`src/rtl/pcc_defines.vh`:
```
/*
 * constants for the performance counter command block: register byte
 * offsets, field positions, command codes, status codes.
 * assumes a 32-bit classic wishbone slave; 64-bit registers are two words.
 */
`ifndef PCC_DEFINES_VH
`define PCC_DEFINES_VH

// ------------------------------------------------------------------
// sizes
// ------------------------------------------------------------------
`define PCC_NUM_COUNTER_VALUE 4
`define PCC_COUNTER_VALUE_IDX_W 2
`define PCC_COUNTER_VALUE_W 48
`define PCC_ADR_W 12

// ------------------------------------------------------------------
// register byte offsets
// ------------------------------------------------------------------
`define PCC_OFS_CMD_LO 12'h400
`define PCC_OFS_CMD_HI 12'h404
`define PCC_OFS_EXT_LO 12'h408
`define PCC_OFS_EXT_HI 12'h40C
`define PCC_OFS_RSP_LO 12'h410
`define PCC_OFS_RSP_HI 12'h414
`define PCC_OFS_CTRL 12'h420
`define PCC_OFS_COUNTER_VALUE_BASE 12'h000
`define PCC_COUNTER_VALUE_STRIDE 12'h010

// ------------------------------------------------------------------
// control register fields
// ------------------------------------------------------------------
`define PCC_CTRL_PMS_BIT 0
`define PCC_CTRL_ECS_BIT 1
`define PCC_CTRL_FRZ_BIT 2
`define PCC_CTRL_EN_LSB 8
`define PCC_CTRL_RESET 32'h0000_0003

// ------------------------------------------------------------------
// command and status codes
// ------------------------------------------------------------------
`define PCC_CMD_ENABLE 8'hF0
`define PCC_CMD_DISABLE 8'hF1
`define PCC_CMD_RST_CFG 8'hF2
`define PCC_CMD_RST_VAL 8'hF3
`define PCC_CMD_FREEZE 8'hF4
`define PCC_CMD_UNFREEZE 8'hF5
`define PCC_SC_OK 7'h00
`define PCC_SC_UNDEF 7'h01
`define PCC_SC_ABORT 7'h02
`define PCC_SC_BAD_COUNTER_VALUE 7'h10

`endif

```
`src/rtl/pcc_command_if.v`:
```
/*
 * performance counters with a register command port, classic wishbone
 * slave with 32-bit data; 64-bit registers take two aligned words.
 * assumes one clock, synchronous reset, events as one-cycle pulses.
 */
`timescale 1ns/1ps
`default_nettype none
`include "pcc_defines.vh"

// Operation
// - each counter is an N-bit up-counter of configured events
// - after a write the counter continues from the written value
// - freeze stops all counters, holding their exact values
// - unfreeze resumes counting from the held values
// - counters sit at base offset plus index times stride
// - counter bits above N read zero; value resets to zero
// - without monitoring support no counter register exists
// - without command support the command register is reserved-zero
// - while busy, operand A and command code writes are dropped
// - accepted command clears response and sets in-progress in the same cycle
// - code 240 enables, 241 disables counter named in operand A
// - code 242 resets all configuration, 243 all values
// - code 244 freezes, 245 unfreezes all counters
// - codes 0 to 239 and 246 to 255 are reserved
// - response bit 0 is 1 while executing, 0 once done
// - status bits 7:1: 0 success, 1 undefined, 2 abort
// - unsupported commands complete with undefined-command status
// - write-only extended operand at 408h, dropped while busy
module pcc_command_if (
    input wire ref_clk,
    input wire srst,
    input wire wb_cyc_i,
    input wire wb_stb_i,
    input wire wb_we_i,
    input wire [`PCC_ADR_W-1:0] wb_adr_i,
    input wire [3:0] wb_sel_i,
    input wire [31:0] wb_dat_i,
    output reg [31:0] wb_dat_o,
    output reg wb_ack_o,
    input wire [`PCC_NUM_COUNTER_VALUE-1:0] eventIn,
    input wire globalCmdBusy,
    output wire frozen,
    output wire [`PCC_NUM_COUNTER_VALUE-1:0] cntrEnabled,
    output wire cmdBusy
);
    localparam NC = `PCC_NUM_COUNTER_VALUE;
    localparam [31:0] CTRL_RST = `PCC_CTRL_RESET;

    // ------------------------------------------------------------------
    // registers
    // ------------------------------------------------------------------
    reg pmsSupport_reg;
    reg ecmdSupport_reg;
    reg frozen_reg;
    reg [NC-1:0] enable_reg;
    reg [47:0] operandA_reg;
    reg [63:0] operandB_reg;
    reg [7:0] cmdCode_reg;
    reg inProgress_reg;
    reg [6:0] status_reg;
    reg [31:0] rdData_next;
    reg [6:0] status_next;
    reg frozen_next;
    reg [NC-1:0] enable_next;
    reg clearAll;
    wire [`PCC_COUNTER_VALUE_W-1:0] cntrVal [0:NC-1];
    wire [NC-1:0] loadLo;
    wire [NC-1:0] loadHi;
    wire execute;
    wire finish;

    // ------------------------------------------------------------------
    // bus decode
    // ------------------------------------------------------------------
    // ack one cycle after the request, dropped the cycle after
    wire req = wb_cyc_i && wb_stb_i && !wb_ack_o;
    wire wrReq = req && wb_we_i && (wb_sel_i == 4'hF);
    wire rdReq = req && !wb_we_i;
    wire hitCmdLo = (wb_adr_i == `PCC_OFS_CMD_LO);
    wire hitCmdHi = (wb_adr_i == `PCC_OFS_CMD_HI);
    wire hitExtLo = (wb_adr_i == `PCC_OFS_EXT_LO);
    wire hitExtHi = (wb_adr_i == `PCC_OFS_EXT_HI);
    wire hitRspLo = (wb_adr_i == `PCC_OFS_RSP_LO);
    wire hitCtrl = (wb_adr_i == `PCC_OFS_CTRL);
    wire cmdWrOk = wrReq && ecmdSupport_reg && !inProgress_reg;
    wire cmdAccept = cmdWrOk && hitCmdLo;

    // counter window: base + index * stride, words 0 and 1 of each slot
    wire inCntrWin = (wb_adr_i < (`PCC_OFS_COUNTER_VALUE_BASE + NC * `PCC_COUNTER_VALUE_STRIDE));
    wire [`PCC_ADR_W-1:0] cntrRel = wb_adr_i - `PCC_OFS_COUNTER_VALUE_BASE;
    wire [`PCC_COUNTER_VALUE_IDX_W-1:0] cntrIdx = cntrRel[`PCC_COUNTER_VALUE_IDX_W+3:4];
    wire [3:0] cntrOfs = cntrRel[3:0];
    wire cntrHit = pmsSupport_reg && inCntrWin;

    // ------------------------------------------------------------------
    // counters
    // ------------------------------------------------------------------
    genvar gi;
    generate
        for (gi = 0; gi < NC; gi = gi + 1) begin : g_counter_value
            assign loadLo[gi] = wrReq && cntrHit &&
                (cntrIdx == gi) && (cntrOfs == 4'h0);
            assign loadHi[gi] = wrReq && cntrHit &&
                (cntrIdx == gi) && (cntrOfs == 4'h4);
            pcc_counter u_counter_value (
                .ref_clk(ref_clk),
                .srst(srst),
                .eventIn(eventIn[gi]),
                .countOn(pmsSupport_reg && enable_reg[gi] &&
                    !frozen_reg),
                .clearVal(clearAll),
                .loadLo(loadLo[gi]),
                .loadHi(loadHi[gi]),
                .loadData(wb_dat_i),
                .value_reg(cntrVal[gi])
            );
        end
    endgenerate

    pcc_exec u_exec (
        .ref_clk(ref_clk),
        .srst(srst),
        .start(cmdAccept),
        .execute(execute),
        .finish(finish)
    );

    // ------------------------------------------------------------------
    // command execution
    // ------------------------------------------------------------------
    // a global command in flight aborts the enhanced one with no effect
    always @* begin
        status_next = status_reg;
        frozen_next = frozen_reg;
        enable_next = enable_reg;
        clearAll = 1'b0;
        if (execute) begin
            status_next = `PCC_SC_OK;
            if (globalCmdBusy) begin
                status_next = `PCC_SC_ABORT;
            end else begin
                case (cmdCode_reg)
                    `PCC_CMD_ENABLE: begin
                        if (operandA_reg < NC) begin
                            // unsupported: report only, leave enables alone
                            if (pmsSupport_reg) begin
                                enable_next[operandA_reg[`PCC_COUNTER_VALUE_IDX_W-1:0]]
                                    = 1'b1;
                            end else begin
                                status_next = `PCC_SC_UNDEF;
                            end
                        end else begin
                            status_next = `PCC_SC_BAD_COUNTER_VALUE;
                        end
                    end
                    `PCC_CMD_DISABLE: begin
                        if (operandA_reg < NC) begin
                            enable_next[operandA_reg[`PCC_COUNTER_VALUE_IDX_W-1:0]]
                                = 1'b0;
                        end else begin
                            status_next = `PCC_SC_BAD_COUNTER_VALUE;
                        end
                    end
                    `PCC_CMD_RST_CFG: begin
                        enable_next = {NC{1'b0}};
                    end
                    `PCC_CMD_RST_VAL: begin
                        clearAll = 1'b1;
                    end
                    `PCC_CMD_FREEZE: begin
                        frozen_next = 1'b1;
                    end
                    `PCC_CMD_UNFREEZE: begin
                        frozen_next = 1'b0;
                    end
                    default: begin
                        status_next = `PCC_SC_UNDEF;
                    end
                endcase
            end
        end
        if (cmdAccept) begin
            status_next = `PCC_SC_OK;
        end
    end

    always @(posedge ref_clk) begin
        if (srst) begin
            pmsSupport_reg <= CTRL_RST[`PCC_CTRL_PMS_BIT];
            ecmdSupport_reg <= CTRL_RST[`PCC_CTRL_ECS_BIT];
            frozen_reg <= 1'b0;
            enable_reg <= {NC{1'b0}};
            operandA_reg <= 48'h0000_0000_0000;
            operandB_reg <= 64'h0000_0000_0000_0000;
            cmdCode_reg <= 8'h00;
            inProgress_reg <= 1'b0;
            status_reg <= 7'h00;
        end else begin
            frozen_reg <= frozen_next;
            enable_reg <= enable_next;
            status_reg <= status_next;
            if (wrReq && hitCtrl) begin
                pmsSupport_reg <= wb_dat_i[`PCC_CTRL_PMS_BIT];
                ecmdSupport_reg <= wb_dat_i[`PCC_CTRL_ECS_BIT];
            end
            if (cmdWrOk && hitCmdHi) begin
                operandA_reg[47:16] <= wb_dat_i;
            end
            if (cmdAccept) begin
                operandA_reg[15:0] <= wb_dat_i[31:16];
                cmdCode_reg <= wb_dat_i[7:0];
                inProgress_reg <= 1'b1;
            end else if (finish) begin
                inProgress_reg <= 1'b0;
            end
            if (cmdWrOk && hitExtLo) begin
                operandB_reg[31:0] <= wb_dat_i;
            end
            if (cmdWrOk && hitExtHi) begin
                operandB_reg[63:32] <= wb_dat_i;
            end
        end
    end

    // ------------------------------------------------------------------
    // read path
    // ------------------------------------------------------------------
    // command and operand registers are write-only and read zero
    always @* begin
        rdData_next = 32'h0000_0000;
        if (hitRspLo && ecmdSupport_reg) begin
            rdData_next = {24'h00_0000, status_reg, inProgress_reg};
        end else if (hitCtrl) begin
            rdData_next = {{(24-NC){1'b0}}, enable_reg, 5'h00, frozen_reg,
                ecmdSupport_reg, pmsSupport_reg};
        end else if (cntrHit && cntrOfs == 4'h0) begin
            rdData_next = cntrVal[cntrIdx][31:0];
        end else if (cntrHit && cntrOfs == 4'h4) begin
            rdData_next = {16'h0000,
                cntrVal[cntrIdx][`PCC_COUNTER_VALUE_W-1:32]};
        end
    end

    always @(posedge ref_clk) begin
        if (srst) begin
            wb_ack_o <= 1'b0;
            wb_dat_o <= 32'h0000_0000;
        end else begin
            wb_ack_o <= req;
            if (rdReq) begin
                wb_dat_o <= rdData_next;
            end
        end
    end

    assign frozen = frozen_reg;
    assign cntrEnabled = enable_reg;
    assign cmdBusy = inProgress_reg;
endmodule

`default_nettype wire

```
`src/rtl/pcc_counter.v`:
```
/*
 * one performance event counter with load, clear and gated increment.
 * assumes eventIn is a one-cycle pulse per event, synchronous to ref_clk.
 */
`timescale 1ns/1ps
`default_nettype none
`include "pcc_defines.vh"

module pcc_counter (
    input wire ref_clk,
    input wire srst,
    input wire eventIn,
    input wire countOn,
    input wire clearVal,
    input wire loadLo,
    input wire loadHi,
    input wire [31:0] loadData,
    output reg [`PCC_COUNTER_VALUE_W-1:0] value_reg
);
    reg [`PCC_COUNTER_VALUE_W-1:0] value_next;

    // ------------------------------------------------------------------
    // counting
    // ------------------------------------------------------------------
    // a software write wins over an event in the same cycle
    always @* begin
        value_next = value_reg;
        if (clearVal) begin
            value_next = {`PCC_COUNTER_VALUE_W{1'b0}};
        end else if (loadLo) begin
            value_next = {value_reg[`PCC_COUNTER_VALUE_W-1:32], loadData};
        end else if (loadHi) begin
            value_next = {loadData[`PCC_COUNTER_VALUE_W-33:0], value_reg[31:0]};
        end else if (countOn && eventIn) begin
            value_next = value_reg + 1'b1;
        end
    end

    always @(posedge ref_clk) begin
        if (srst) begin
            value_reg <= {`PCC_COUNTER_VALUE_W{1'b0}};
        end else begin
            value_reg <= value_next;
        end
    end
endmodule

`default_nettype wire

```
`src/rtl/pcc_exec.v`:
```
/*
 * command execution sequencer: one-hot idle, run, done.
 * assumes start is a one-cycle pulse and busy is shown by the parent.
 */
`timescale 1ns/1ps
`default_nettype none
`include "pcc_defines.vh"

module pcc_exec (
    input wire ref_clk,
    input wire srst,
    input wire start,
    output wire execute,
    output wire finish
);
    localparam [2:0] ST_IDLE = 3'h1;
    localparam [2:0] ST_RUN = 3'h2;
    localparam [2:0] ST_DONE = 3'h4;

    reg [2:0] state_reg;
    reg [2:0] state_next;

    // ------------------------------------------------------------------
    // sequencing
    // ------------------------------------------------------------------
    // one cycle of visible in-progress before the effect lands
    always @* begin
        case (state_reg)
            ST_IDLE: begin
                state_next = start ? ST_RUN : ST_IDLE;
            end
            ST_RUN: begin
                state_next = ST_DONE;
            end
            ST_DONE: begin
                state_next = ST_IDLE;
            end
            default: begin
                state_next = ST_IDLE;
            end
        endcase
    end

    always @(posedge ref_clk) begin
        if (srst) begin
            state_reg <= ST_IDLE;
        end else begin
            state_reg <= state_next;
        end
    end

    assign execute = (state_reg == ST_RUN);
    assign finish = (state_reg == ST_DONE);
endmodule

`default_nettype wire

```
`config.mk`:
```
export PLATFORM = sky130hd
export DESIGN_NAME = pcc_command_if
export DESIGN_NICKNAME = d
export VERILOG_FILES = /design/src/rtl/pcc_command_if.v /design/src/rtl/pcc_counter.v /design/src/rtl/pcc_exec.v
export VERILOG_INCLUDE_DIRS = /design/src /design/src/rtl
export SDC_FILE = /design/constraint.sdc
export NUM_CORES = 1
export LEC_CHECK = 0
export ABC_CLOCK_PERIOD_IN_PS = 5000
export BUFFER_PORTS_ARGS = -buffer_cell sky130_fd_sc_hd__clkbuf_2
export CAP_MARGIN = 10
export CORE_MARGIN = 8
export CORE_UTILIZATION = 45
export DETAILED_ROUTE_END_ITERATION = 10
export PLACE_DENSITY_LB_ADDON = 0.15
export SKIP_LAST_GASP = 1
export SLEW_MARGIN = 15
export SYNTH_ARGS = -nofsm -noshare
export SYNTH_HDL_FRONTEND = slang
export SYNTH_SLANG_ARGS = --single-unit
```
`constraint.sdc`:
```
create_clock -name ref_clk -period 5 [get_ports ref_clk]
set_input_delay 0.25 -clock ref_clk [delete_from_list [all_inputs] [get_ports ref_clk]]
set_output_delay 0.25 -clock ref_clk [all_outputs]
set_load 0.005 [all_outputs]
```
==> results.toml <==
[outcome]
status = "finished clean"

[clocking]
htreeDepth = 2
cts_buffer_depth = 3
cts_buffers = 37
root_buffer = "clkbuf_16"
cts_tree = "yes"
clk_pin_slew_ps = 60
clock_sinks = 295
postCtsSetupRepairBufs = 0
clk_latency_ps = 560

[power]
power_mw = 5.45
p_leak_nw = 5.99
power.density_nw_per_um2 = 288
max-vdd-ir-drop_mv = 0.388

[yosys]
async_flop_share = 0
synthMuxAreaShare = 0.0692
synthSimpleGateAreaFrac = 0.294
yosysUniqueCellTypes = 82
synth_area_per_cell_sq_um = 7.95
synth_top_area_share = 0.352
synth_top_area_cell = "dfxtp_1"
syn-cell-area_sq_um = 16800
synth_top_family_by_area = "simple AND/OR/NAND/NOR gates"
synth-compound-area-share = 0.213
yosys.area_share.adder = 0.00298
synth_fp_nets = 2173
yosysSeqAreaShare = 0.352
synth_xor_area_frac = 0.0303
ys_warn_count = 0
synth-main-ff-cell = "dfxtp_1"
synth_cells = 2111
synth_area_leaders = "dfxtp_1 35%, nand2_1 7.0%, mux4_2 6.4%, a21oi_1 5.0%, o21ai_0 4.2%"
ys_ff_latch = 295
synth_edf_count = 0

[setup_path]
arrival_ps = 3880
r2r_cells = 6
critPathLaunchType = "register"
cp.required_ps = 5460
endpoint_kind = "register"
path_max_fanout = 15
timing_worst_setup_path_type = "register to register"

[final_layout]
final_layout_size_suffix_gt1_frac = 0.136
syn_to_final_growth_pct = 12.6
finalNetCount = 2203
fill_cells = 3543
largest_reg_flops = 192
final_common_cell = "nand2_1"
num_antenna_cells = 0
layout_common_cells = "314 x nand2_1, 295 x dfxtp_1, 165 x a21oi_1, 142 x o21ai_0, 134 x nor2_1"

[grt]
grt_pass1_wl_um = 115000
antenna_found_initial = 5
grt_max_degree = 71
grt_pass1_vias = 16800
grt_overflow_total = 0
grt_usage = 0.350

[sta]
rsz0062_at_grt = "no"
hold_viol_final = 0
final-setup-viol-count = 0
period_share = 0.683
relSlewSlack = 0.214
fmax_ghz = 0.293
period_minus_slack_ps = 3420
slew_violations = 0
worstMarginPinSlew_ps = 1180
clock_skew_ps = 13.8
tns_ps = 0

[run]
maxCapViolCount = 0

[worst_hold_path]
hold_depth = 2
hold_class = "primary input to register"

[placement]
portBuffers = 96
hpwl_um = 57800
place.gp.congestion = 1.03

[routing]
drc = 0
drt_wl_total_um = 79300
routedWlPerCell_um = 30.1
dr.pass1.iters = 6
ant_nets = 0
vias = 18400
routed_via_density = 6.97
drt-initial-drc-count = 2332

[die]
num_io_pins = 97
die_width_um = 209
start_util = 0.457
num_rows = 70
die_y_um = 209
coreArea_sq_um = 36700
die_area_sq_um = 43700
worst max-delay path, cell delays in order, from the launching register on:
cell	delay (ps)
dfxtp_1	640
nand4b_1	150
buf_4	210
nor4_1	860
o211ai_1	610
or4_1	650
a31oi_1	190
repair_timing:
action                    4_1_cts  5_1_grt
hold buffers                    1        0
hold endpoints to repair        1        0
resized for setup               0        0
per-stage QoR:
stage | hold slack, ps | cells | setup slack [ps] | cell area, sq um | util
final | 120 | 2636 | 1580 | 18900 | 0.515
after global routing | 127 | 2636 | 1450 | 18900 | 0.515
after CTS | 98.3 | 2636 | 1720 | 18900 | 0.515
after detailed placement | 441 | 2569 | 1540 | 17600 | 0.480
after global placement | 437 | 2569 | 1640 | 17600 | 0.480
after floorplan | 359 | 2111 | 2320 | 16800 | -
cell type report:
type	instances	area, sq um	area share
multi-input cells	1651	10300	0.544
flip-flops and latches	295	5910	0.312
clock buffers	53	1140	0.0602
repair buffers	135	781	0.0413
well taps	468	586	0.0310
clock inverters	13	129	0.00682
inverters	21	78.8	0.00417
synthesized netlist by cell type (10+ instances only):
cell type	n
inv_1	19
nor4_1	58
o21ai_0	142
o211ai_1	19
mux4_2	48
xor2_1	18
nor2b_1	15
dfxtp_1	295
a311oi_1	20
nand2_1	314
a22oi_1	39
or4_1	13
xnor2_1	40
or3_1	17
nand4_1	77
buf_2	23
nor2_1	134
nor3_1	105
and3_1	43
a211oi_1	48
or2_2	10
a21oi_1	167
and2_1	21
nand3_1	82
a31oi_1	31
clkbuf_1	109
and4_1	26
buf_1	10
logic make-up after synthesis:
group	after synthesis
xor gates and xnor gates	58
AOI/OAI and AO/OA	566
muxes	55
buffers and inverters	165
and+or+nand+nor	968
DFF	295
adders and majority gates	4
layer usage:
layer / up-vias / GRT usage / routed length [um]
met5: - / 0 / 0
met4: 0 / 0.190 / 4900
met3: 260 / 0.0799 / 9260
met2: 1213 / 0.523 / 33700
met1: 8864 / 0.462 / 31500
li1: 8037 / - / -
worst paths after layout:
check / from / to / slack (ps)
setup / recovery: pmsSupport_reg$_SDFFE_PP1P_ / register / 1580
hold / removal: srst / operandA_reg[1]$_SDFFE_PP0P_ / 120
setup reg to reg: pmsSupport_reg$_SDFFE_PP1P_ / register / 1580
hold reg to reg: cmdCode_reg[3]$_SDFFE_PP0P_ / cmdCode_reg[3]$_SDFFE_PP0P_ / 450
power by group:
part           switching [mW]  internal, mW  leakage, nW
registers             0.00378          2.35         2.38
logic                   0.220        0.0589         2.99
clock network            1.12          1.69        0.633
(Power assumes the default switching activity.)
